==> src/include/tf_decode_pkg.sv <==
// Purpose: shared constants and types for the task file address decoder
// Assumes: host pins sampled on mclk; index comes from the option register
// Notes: offsets are the low four address bits of the task file
package tf_decode_pkg;

	// configuration index values
	localparam logic [1:0] IDX_MEM = 2'h0;
	localparam logic [1:0] IDX_CONTIG = 2'h1;
	localparam logic [1:0] IDX_PRI = 2'h2;
	localparam logic [1:0] IDX_SEC = 2'h3;

	// A9..A4 bases of the fixed I/O maps
	localparam logic [5:0] PRI_TASK = 6'h1f;
	localparam logic [5:0] PRI_ALT = 6'h3f;
	localparam logic [5:0] SEC_TASK = 6'h17;
	localparam logic [5:0] SEC_ALT = 6'h37;

	// task file offsets
	localparam logic [3:0] OFS_DATA = 4'h0;
	localparam logic [3:0] OFS_FAULT = 4'h1;
	localparam logic [3:0] OFS_TALLY = 4'h2;
	localparam logic [3:0] OFS_SECTOR = 4'h3;
	localparam logic [3:0] OFS_TRK_LO = 4'h4;
	localparam logic [3:0] OFS_TRK_HI = 4'h5;
	localparam logic [3:0] OFS_UNIT = 4'h6;
	localparam logic [3:0] OFS_STATE = 4'h7;
	localparam logic [3:0] OFS_EVEN = 4'h8;
	localparam logic [3:0] OFS_ODD = 4'h9;
	localparam logic [3:0] OFS_DUP_FAULT = 4'hd;
	localparam logic [3:0] OFS_SHADOW = 4'he;
	localparam logic [3:0] OFS_DRVADDR = 4'hf;
	// low offsets of the alternate pair in the fixed I/O maps
	localparam logic [3:0] OFS_IO_SHADOW = 4'h6;
	localparam logic [3:0] OFS_IO_DRVADDR = 4'h7;

	// read and write targets; shared offsets split by direction
	typedef enum logic [3:0] {
		SEL_NONE = 4'h0,
		SEL_DATA = 4'h1,
		SEL_FAULT = 4'h2,
		SEL_FEATURE = 4'h3,
		SEL_TALLY = 4'h4,
		SEL_SECTOR = 4'h5,
		SEL_TRK_LO = 4'h6,
		SEL_TRK_HI = 4'h7,
		SEL_UNIT = 4'h8,
		SEL_STATE = 4'h9,
		SEL_OPCODE = 4'ha,
		SEL_EVEN = 4'hb,
		SEL_ODD = 4'hc,
		SEL_SHADOW = 4'hd,
		SEL_CONTROL = 4'he,
		SEL_DRVADDR = 4'hf
	} tf_sel_t;

	typedef struct packed {
		logic [10:0] addr;
		logic reg_n;
		logic ce1_n;
		logic ce2_n;
		logic oe_n;
		logic we_n;
		logic iord_n;
		logic iowr_n;
		logic [15:0] data;
	} host_pins_t;

	typedef struct packed {
		tf_sel_t sel;
		logic byte_mode;
		logic [15:0] wdata;
	} tf_req_t;

	// attribute memory: tail of the tuple chain, even bytes only
	localparam logic [10:0] CIS_BASE = 11'h114;
	localparam logic [10:0] CIS_LAST = 11'h14a;
	localparam logic [10:0] CIS_NOLINK_ADDR = 11'h146;
	localparam logic [7:0] CIS_NO_LINK = 8'h14;
	localparam int CIS_LEN = 28;
	localparam logic [7:0] CIS_ROM [0:CIS_LEN-1] = '{
		8'h1b, 8'h0f, 8'hc3, 8'h41, 8'h99, 8'h01, 8'h55, 8'hea,
		8'h61, 8'h70, 8'h01, 8'h07, 8'h76, 8'h03, 8'h01, 8'hee,
		8'h20, 8'h1b, 8'h06, 8'h03, 8'h01, 8'h21, 8'hb5, 8'h1e,
		8'h4d, 8'h14, 8'h00, 8'hff
	};

	localparam logic [7:0] BYTE_ZERO = 8'h00;

endpackage

==> src/rtl/task_file_address_decoder.sv <==
// Purpose: decode host pin cycles into task file selects and attribute reads
// Assumes: strobes and addresses are asynchronous to mclk and slow
// Notes: register contents live in the core; this block only steers
`timescale 1ns/1ps

module task_file_address_decoder (
	input wire logic mclk,
	input wire logic rstn,
	input wire logic [1:0] cfg_index,
	input wire logic [10:0] addr,
	input wire logic reg_n,
	input wire logic ce1_n,
	input wire logic ce2_n,
	input wire logic oe_n,
	input wire logic we_n,
	input wire logic iord_n,
	input wire logic iowr_n,
	input wire logic [15:0] d_in,
	output logic [15:0] d_out,
	output logic d_oe,
	input wire logic [15:0] tf_rdata,
	output tf_decode_pkg::tf_req_t req,
	output logic wr_pulse,
	output logic rd_active
);

	localparam int PW = $bits(tf_decode_pkg::host_pins_t);

	typedef enum logic [3:0] {
		ST_IDLE = 4'b0001,
		ST_READ = 4'b0010,
		ST_WRITE = 4'b0100,
		ST_HOLD = 4'b1000
	} cyc_state_t;

	// offset to target; direction splits the shared offsets
	function automatic tf_decode_pkg::tf_sel_t by_offset(
		input logic [3:0] o, input logic wr);
		tf_decode_pkg::tf_sel_t s;
		begin
			case (o)
				tf_decode_pkg::OFS_DATA: s = tf_decode_pkg::SEL_DATA;
				tf_decode_pkg::OFS_FAULT,
				tf_decode_pkg::OFS_DUP_FAULT: begin
					s = wr ? tf_decode_pkg::SEL_FEATURE
						: tf_decode_pkg::SEL_FAULT;
				end
				tf_decode_pkg::OFS_TALLY: s = tf_decode_pkg::SEL_TALLY;
				tf_decode_pkg::OFS_SECTOR: s = tf_decode_pkg::SEL_SECTOR;
				tf_decode_pkg::OFS_TRK_LO: s = tf_decode_pkg::SEL_TRK_LO;
				tf_decode_pkg::OFS_TRK_HI: s = tf_decode_pkg::SEL_TRK_HI;
				tf_decode_pkg::OFS_UNIT: s = tf_decode_pkg::SEL_UNIT;
				tf_decode_pkg::OFS_STATE: begin
					s = wr ? tf_decode_pkg::SEL_OPCODE
						: tf_decode_pkg::SEL_STATE;
				end
				tf_decode_pkg::OFS_EVEN: s = tf_decode_pkg::SEL_EVEN;
				tf_decode_pkg::OFS_ODD: s = tf_decode_pkg::SEL_ODD;
				tf_decode_pkg::OFS_SHADOW: begin
					s = wr ? tf_decode_pkg::SEL_CONTROL
						: tf_decode_pkg::SEL_SHADOW;
				end
				tf_decode_pkg::OFS_DRVADDR: begin
					// writes here are reserved and dropped
					s = wr ? tf_decode_pkg::SEL_NONE
						: tf_decode_pkg::SEL_DRVADDR;
				end
				default: s = tf_decode_pkg::SEL_NONE;
			endcase
			return s;
		end
	endfunction

	// fixed I/O maps: eight task registers or the alternate pair
	function automatic tf_decode_pkg::tf_sel_t fixed_map(
		input logic [10:0] a, input logic [5:0] task_base,
		input logic [5:0] alt_base, input logic wr);
		tf_decode_pkg::tf_sel_t s;
		begin
			s = tf_decode_pkg::SEL_NONE;
			if (a[9:4] == task_base && !a[3]) begin
				s = by_offset(a[3:0], wr);
			end else if (a[9:4] == alt_base &&
				(a[3:0] == tf_decode_pkg::OFS_IO_SHADOW ||
				a[3:0] == tf_decode_pkg::OFS_IO_DRVADDR)) begin
				s = by_offset({1'b1, a[2:0]}, wr);
			end
			return s;
		end
	endfunction

	function automatic tf_decode_pkg::tf_sel_t decode(input logic [1:0] idx,
		input logic attr_n, input logic [10:0] a, input logic io,
		input logic wr);
		tf_decode_pkg::tf_sel_t s;
		begin
			s = tf_decode_pkg::SEL_NONE;
			case (idx)
				tf_decode_pkg::IDX_MEM: begin
					if (!io && attr_n) begin
						if (a[10]) begin
							s = a[0] ? tf_decode_pkg::SEL_ODD
								: tf_decode_pkg::SEL_EVEN;
						end else begin
							s = by_offset(a[3:0], wr);
						end
					end
				end
				tf_decode_pkg::IDX_CONTIG: begin
					if (io && !attr_n) begin
						s = by_offset(a[3:0], wr);
					end
				end
				tf_decode_pkg::IDX_PRI: begin
					if (io && !attr_n) begin
						s = fixed_map(a, tf_decode_pkg::PRI_TASK,
							tf_decode_pkg::PRI_ALT, wr);
					end
				end
				tf_decode_pkg::IDX_SEC: begin
					if (io && !attr_n) begin
						s = fixed_map(a, tf_decode_pkg::SEC_TASK,
							tf_decode_pkg::SEC_ALT, wr);
					end
				end
				default: s = tf_decode_pkg::SEL_NONE;
			endcase
			return s;
		end
	endfunction

	// three-stage pin capture; a change counts when stages 2 and 3 agree
	tf_decode_pkg::host_pins_t raw;
	logic [PW-1:0] sync1;
	logic [PW-1:0] sync2;
	logic [PW-1:0] sync3;
	logic [PW-1:0] pin_q;
	tf_decode_pkg::host_pins_t pin;

	assign raw = '{addr: addr, reg_n: reg_n, ce1_n: ce1_n, ce2_n: ce2_n,
		oe_n: oe_n, we_n: we_n, iord_n: iord_n, iowr_n: iowr_n, data: d_in};
	assign pin = tf_decode_pkg::host_pins_t'(pin_q);

	genvar g;
	generate
		for (g = 0; g < PW; g++) begin : g_sync
			always_ff @(posedge mclk or negedge rstn) begin
				if (!rstn) begin
					sync1[g] <= 1'b1;
					sync2[g] <= 1'b1;
					sync3[g] <= 1'b1;
					pin_q[g] <= 1'b1;
				end else begin
					sync1[g] <= raw[g];
					sync2[g] <= sync1[g];
					sync3[g] <= sync2[g];
					if (sync2[g] == sync3[g]) begin
						pin_q[g] <= sync3[g];
					end
				end
			end
		end
	endgenerate

	// cycle classification
	wire card_sel = !pin.ce1_n || !pin.ce2_n;
	wire mem_rd = card_sel && !pin.oe_n;
	wire mem_wr = card_sel && !pin.we_n;
	wire io_rd = card_sel && !pin.iord_n;
	wire io_wr = card_sel && !pin.iowr_n;
	wire any_strobe = !pin.oe_n || !pin.we_n || !pin.iord_n || !pin.iowr_n;
	// byte cycle when only one enable is active
	wire byte_cyc = pin.ce1_n != pin.ce2_n;

	// a strobe of the wrong kind for the map decodes to nothing
	wire is_io = io_rd || io_wr;
	wire is_wr = mem_wr || io_wr;
	wire [10:0] cis_ofs = pin.addr - tf_decode_pkg::CIS_BASE;
	wire attr_hit = mem_rd && !pin.reg_n && !pin.addr[0] &&
		pin.addr >= tf_decode_pkg::CIS_BASE &&
		pin.addr <= tf_decode_pkg::CIS_LAST;
	wire [7:0] attr_byte = attr_hit ? tf_decode_pkg::CIS_ROM[cis_ofs[5:1]]
		: tf_decode_pkg::BYTE_ZERO;

	wire tf_decode_pkg::tf_sel_t hit_sel = decode(cfg_index, pin.reg_n,
		pin.addr, is_io, is_wr);
	cyc_state_t state;
	cyc_state_t next_state;
	wire go_rd = state == ST_IDLE && (mem_rd || io_rd) && !is_wr;
	wire go_wr = state == ST_IDLE && is_wr;
	wire rd_ok = hit_sel != tf_decode_pkg::SEL_NONE || attr_hit;
	wire wr_ok = hit_sel != tf_decode_pkg::SEL_NONE;

	always_comb begin
		next_state = state;
		case (state)
			ST_IDLE: begin
				if (go_wr) begin
					next_state = wr_ok ? ST_WRITE : ST_HOLD;
				end else if (go_rd) begin
					next_state = rd_ok ? ST_READ : ST_HOLD;
				end
			end
			ST_READ: next_state = any_strobe ? ST_READ : ST_IDLE;
			ST_WRITE: next_state = ST_HOLD;
			ST_HOLD: next_state = any_strobe ? ST_HOLD : ST_IDLE;
			default: next_state = ST_IDLE;
		endcase
	end

	logic attr_rd;
	logic [7:0] attr_q;

	always_ff @(posedge mclk or negedge rstn) begin
		if (!rstn) begin
			state <= ST_IDLE;
			req <= '0;
			attr_rd <= 1'b0;
			attr_q <= tf_decode_pkg::BYTE_ZERO;
		end else begin
			state <= next_state;
			if (go_wr || go_rd) begin
				req.sel <= hit_sel;
				req.byte_mode <= byte_cyc;
				req.wdata <= pin.data;
				attr_rd <= attr_hit;
				attr_q <= attr_byte;
			end
		end
	end

	// read data follows the core, or gives the attribute byte on attribute reads, while the strobe lasts
	always_ff @(posedge mclk or negedge rstn) begin
		if (!rstn) begin
			d_out <= '0;
			d_oe <= 1'b0;
		end else begin
			d_oe <= state == ST_READ && any_strobe;
			if (attr_rd) begin
				d_out <= {tf_decode_pkg::BYTE_ZERO, attr_q};
			end else if (req.byte_mode) begin
				d_out <= {tf_decode_pkg::BYTE_ZERO, tf_rdata[7:0]};
			end else begin
				d_out <= tf_rdata;
			end
		end
	end

	// handshakes are decoded straight from the state, and rd_active also from attr_rd
	assign wr_pulse = state == ST_WRITE;
	assign rd_active = state == ST_READ && !attr_rd;
endmodule

==> config.mk <==
export PLATFORM = sky130hd
export DESIGN_NAME = task_file_address_decoder
export DESIGN_NICKNAME = d
export VERILOG_FILES = /design/src/include/tf_decode_pkg.sv /design/src/rtl/task_file_address_decoder.sv
export SDC_FILE = /design/constraint.sdc
export NUM_CORES = 1
export LEC_CHECK = 0
export BUFFER_PORTS_ARGS = -buffer_cell sky130_fd_sc_hd__buf_4
export CORE_UTILIZATION = 36
export CTS_CLUSTER_SIZE = 20
export DETAILED_ROUTE_END_ITERATION = 10
export HOLD_SLACK_MARGIN = 0.02
export MAX_ROUTING_LAYER = met4
export SLEW_MARGIN = 20
export SYNTH_ARGS = -nofsm -noshare
export SYNTH_HDL_FRONTEND = slang
export SYNTH_SLANG_ARGS = --single-unit
==> constraint.sdc <==
create_clock -name mclk -period 4.9 [get_ports mclk]
set_clock_uncertainty 0.2 [all_clocks]
set_input_delay 0.49 -clock mclk [delete_from_list [all_inputs] [get_ports mclk]]
set_output_delay 0.49 -clock mclk [all_outputs]
set_load 0.02 [all_outputs]
## Yosys cells after proc, flatten, opt, wreduce, memory -nomap -nowiden

Memory sizes are Yosys's and may differ from the RTL's.
Cells that the tools add are included.

| cells by class | value |
|---|---|
| add/subtract/negate cells | 1 |
| multiply operators | 0 |
| div/mod/pow operators | 0 |
| magnitude comparators | 3 |
| equality and inequality tests | 63 |
| shift operators | 0 |
| muxes and demuxes | 29 |
| bitwise logic cells | 1 |
| reductions and logical operators | 46 |

Operators by type and width:

| cell | count |
|---|---|
| 4-bit two-way mux | 15 |
| 4-bit one-hot mux with 12 select lines | 1 |
| 1-bit == test | 34 |
| 16-bit two-way mux | 2 |
| 4-bit one-hot mux with 4 select lines | 2 |
| 4-bit == test, second input constant | 6 |
| 8-bit two-way mux | 3 |
| 4-bit by 3-bit == test with 1-bit output, second input constant | 5 |
| 4-bit one-hot mux with 5 select lines | 1 |
| 1-bit logical AND | 19 |
| 4-bit by 2-bit == test with 1-bit output, second input constant | 3 |
| 6-bit by 5-bit == test with 1-bit output, second input constant | 2 |
| 6-bit == test, second input constant | 2 |
| 1-bit zero test | 12 |
| 11-bit by 9-bit >= comparator with 1-bit output, second input constant | 1 |
| 11-bit by 9-bit <= comparator with 1-bit output, second input constant | 1 |
| 1-bit logical OR | 10 |
| 3-bit == test, second input constant | 3 |
| 4-bit by 1-bit == test with 1-bit output, second input constant | 2 |
| 6-bit >= comparator, second input constant | 1 |
| 2-bit two-way mux | 3 |
| 5-bit NOT with 6-bit output | 1 |
| 6-bit by 5-bit subtractor with 6-bit output, second input constant | 1 |
| 2-bit == test, second input constant | 2 |
| other kinds (11) | 11 |

| storage, ports and cells | value |
|---|---|
| register bits after elaboration | 187 |
| latch bits | 0 |
| memory bits (writable) | 0 |
| memory bits (read-only) | 256 |
| input port bits | 54 |
| output and inout port bits | 40 |
| logic and storage cells | 288 |
| memories | 1 |

Memories:

| memory | depth | bits a word | rd ports | clocked after memory_dff | wr ports | line | source |
|---|---|---|---|---|---|---|---|
| (no name shown) | 32 | 8 | 1 | 0 | 0 | task_file_address_decoder.sv:182 | `wire [7:0] attr_byte = attr_hit ? tf_decode_pkg::CIS_ROM[cis_ofs[5:1]]` |

## Longest topological paths before layout

| depth | value |
|---|---|
| depth in word-level cells | 16 |
| gate-level depth with buffers | 10 |
| mapped depth without buffers | 9 |

## Worst setup path before layout

OpenSTA, ideal clock, no wires.

| timing path | value |
|---|---|
| kind | reg-to-reg |
| from | register pin_q[25] (netlist: pin[25]) |
| to | register state[1] |
| library setup time | 0.141 ns |
| arrival time | 2.770 ns |
| data required time | 4.559 ns |
| path slack | 1.788 ns |
| stages on the path, launching flop included | 11 |
| path buffers | 1 |
| clock period less this slack | 3.112 ns |
| path through | dfstp_2 > clkbuf_1 > inv_1 > ha_1 > or3b_2 > a21oi_1 > o32ai_1 > o32ai_1 > o21ai_1 > nor4_2 > a221oi_2 |

| between the ends | value |
|---|---|
| cells in the longest elaborated chain, start to end | 13 |
| elaborated cells on any way between the ends | 44 |
| those cells by class | order compare: 2; eq/ne: 16; mux: 16; reduce/logical: 10 |

RTL lines:

| element | line | source |
|---|---|---|
| start, declared | task_file_address_decoder.sv:137 | `logic [PW-1:0] pin_q;` |
| start signal, assigned by index | task_file_address_decoder.sv:158 | `pin_q[g] <= sync3[g];` |
| parallel branches: the longest is 8 deep, another holds 4-bit one-hot mux with 12 select lines | n/a |  |
| 1-bit logical OR * | task_file_address_decoder.sv:191 | `wire rd_ok = hit_sel != tf_decode_pkg::SEL_NONE \|\| attr_hit;` |
| 4-bit two-way mux * | task_file_address_decoder.sv:201 | `next_state = rd_ok ? ST_READ : ST_HOLD;` |
| 4-bit two-way mux * | task_file_address_decoder.sv:200 | `end else if (go_rd) begin` |
| 4-bit two-way mux * | task_file_address_decoder.sv:198 | `if (go_wr) begin` |
| 4-bit one-hot mux with 4 select lines * | task_file_address_decoder.sv:196 | `case (state)` |
| end signal, assigned | task_file_address_decoder.sv:221 | `state <= next_state;` |
| end, declared | task_file_address_decoder.sv:187 | `cyc_state_t state;` |

Mark *: on every way between the ends. The select of a mux whose other input is x is not followed.
A chain may end at the register's enable or synchronous reset.

## Worst setup path in the final report

Ends and elaborated chain as after synthesis.

==> qor.txt <==
Post-Layout Cell Count: 928
most frequent cells in the layout: dfstp_2 (137), buf_4 (97), nand2_1 (86), dfrtp_1 (50), dlygate4sd3_1 (35)
CTS sink cnt: 187
top layer in use: met4
FFs w/ async S/R, synth: 100.0%
routed vias/inst: 4.713
PnR Total Power: 0.004139 W
met3 routed WL: 560 um
vias in the first global route: 4482
cts repair resizes: 0
setup_tns: 0 ns
RD Place Congestion: 0.7696
PwrDens: 460.9 nW/um2
Initial Utilization: 37.15%
leading area contributor after synthesis: dfstp_2
routed len/inst: 14.60 um
CTS Root Cell: clkbuf_16
worst hold slack: 0.07051 ns
number of diodes: 0
Slew Limit Fails: 0
Seq/Total Area, Yosys: 69.11%
Slew HR: 39.39%
most common cell after layout, fill and taps aside: dfstp_2
final worst-path cycle share: 69.37%
post-route ant nets: 0
Die Ht: 141.6 um
HP Class: in2reg
area growth from synthesis to layout: 27.95%
HPWL after DPL: 9.260 mm
largest fanout on the critical path: 19
TritonCTS clock tree: yes
post-layout min period: 3.399 ns
Setup WS post-layout: 1.501 ns
first-pass GRT wire length: 22.85 mm
area of the core: 18890 um2
total number of vias: 4374
routed metal-1 wirelength: 6.522 mm
WS Path Type: reg2reg
grt total ovfl: 0
1st-iter DRT viols: 223
Arrival @ worst endpoint: 3.48 ns
critical path required time: 4.98 ns
drt total wl: 13.55 mm
cell area after technology mapping: 7019 um2
post-synth top area share: 51.28%
Inst Count DP: 860
Syn Area/Cell: 13.47 um2
num ports: 94
cells after synthesis: 521
clock latency on the worst-skew pair: 0.43 ns
share of cells above drive strength 1: 43.41%
final hold viol count: 0
synth unique cells: 65
Max VDD drop: 0.2369 mV
die area: 20060 um2
cts bufs inserted: 17
nets: 724
Final Setup Violations: 0
top cells by area, synth: dfstp_2 (51%), dfrtp_1 (18%), maj3_1 (4.8%)
Slew @ Worst Pin: 0.9026 ns
overall routing resource usage: 15.11%
CTS max path bufs: 2
num rows: 50
Clock transition at path regs: 0.07 ns
antenna violations before repair: 0
max cap viols: 0
metal2 WL: 6.081 mm
PortBufs: 93
P_leak: 3.869 nW
RSZ-0062 raised after global routing: no
Die W: 141.6 um
synth warn: 0
largest net degree at the start of global routing: 117
Max Freq: 294.2 MHz
ys flop type: dfstp_2
Place WS: 1.580 ns
Mapped Nets: 590
CP Capture Type: flip-flop
DR DRC count: 0
first drt pass iteration count: 4
status: finished clean
fillers: 1718
startpoint types: flip-flop
H-tree depth: 4
synthesis-stage register bit count: 187
EDFF count, synth: 0
## routing by layer
layer	vias to the layer above	track usage, %
li1	2057	-
met1	2177	20.08
met2	117	22.37
met3	23	3.071
met4	0	6.791
met5	-	-
## registers in the layout, summed over array words and instances, names as in the netlist
name and flops:
attr_rd 1, attr_q 8, sync2 34, req 21
sync3 34, pin 34, d_oe 1, d_out 16
sync1 34, state 4
## through the flow
step / instance area, um2 / utilization (%)
global route: 8981 / 47.54
detailed placement: 7994 / 42.31
global placement: 7994 / 42.31
CTS: 8944 / 47.34
floorplan: 7019 / -
finish: 8981 / 47.54
## what timing repair did
action                     CTS  global route
hold endpoints to repair    34             4
setup endpoints to repair    0             0
setup buffers                0             0
hold buffers                34             1
## cells by family (layout without fill, tap and decap cells)
group	Yosys count	after routing	synth area share, %
adder cells (fa/ha/maj)	49	49	7.522
AO/OA/AOI/OAI	76	76	7.665
AND/OR/NAND/NOR	164	164	10.96
multiplexers	13	13	2.193
flip-flops	187	187	69.11
buffers and inverters	24	171	1.551
XOR/XNOR	8	8	0.9983
## final timing paths
kind	start	cells after the start	end	slack, ns
setup / recovery	pin[25]$_DFFE_PN1N_	9	state[1]$_DFFE_PN0P_	1.50
hold / removal	tf_rdata[15]	2	d_out[15]$_DFF_PN0_	0.07
setup reg to reg	pin[25]$_DFFE_PN1N_	9	state[1]$_DFFE_PN0P_	1.50
hold reg to reg	sync1[29]$_DFF_PN1_	0	sync2[29]$_DFF_PN1_	0.15
max in group asynchronous	rstn	4	sync2[4]$_DFF_PN1_	2.93
min in group asynchronous	rstn	2	attr_q[7]$_DFFE_PN0P_	0.37
## where the power goes
| part | switching (W) | leakage, nW | internal, W | total, W |
|---|---|---|---|---|
| sequential | 0.000122 | 2.08 | 0.00178 | 0.00190 |
| clock | 0.000636 | 0.299 | 0.000748 | 0.00138 |
| combinational | 0.000500 | 1.49 | 0.000355 | 0.000855 |
## cells in the mapped netlist (all sizes together), types with 2 or more instances
| cell | n |
|---|---|
| buf | 4 |
| o21bai | 2 |
| a21oi | 19 |
| a22o | 3 |
| nand2b | 5 |
| nor2b | 4 |
| o21a | 2 |
| a21o | 4 |
| nand2 | 86 |
| a211oi | 2 |
| o21ai | 14 |
| maj3 | 34 |
| xor2 | 3 |
| nor4 | 4 |
| o211ai | 3 |
| a311oi | 3 |
| or4 | 2 |
| or2 | 2 |
| mux2 | 9 |
| nor4b | 2 |
| nor2 | 26 |
| a211o | 2 |
| o32ai | 2 |
| dfrtp | 50 |
| o311ai | 2 |
| o211a | 3 |
| dfstp | 137 |
| nand3 | 2 |
| nor3 | 9 |
| and2 | 12 |
| mux2i | 3 |
| nor3b | 3 |
| nand4 | 3 |
| o31ai | 5 |
| clkbuf | 14 |
| inv | 5 |
| ha | 15 |
| xnor2 | 5 |
## worst max-delay path: stages (launching register included)
cell and delay, ns:
dfstp_2 0.75, inv_1 0.24, ha_1 0.33, or3b_2 0.48, a21oi_1 0.17, o32ai_1 0.10, o32ai_1 0.27, o21ai_1 0.16
nor4_2 0.42, a221oi_2 0.13
## layout make-up
class	instances	area (um2)	share of cell area, %
Timing Repair Buffer	134	1117	12.44
Clock buffer	18	439.2	4.890
Clock inverter	14	170.2	1.895
Sequential cell	187	4851	54.01
Tap cell	260	325.3	3.622
Inverter	5	18.77	0.2090
Multi-Input combinational cell	310	2059	22.93
No activity file was read; power rests on OpenSTA's default activity.
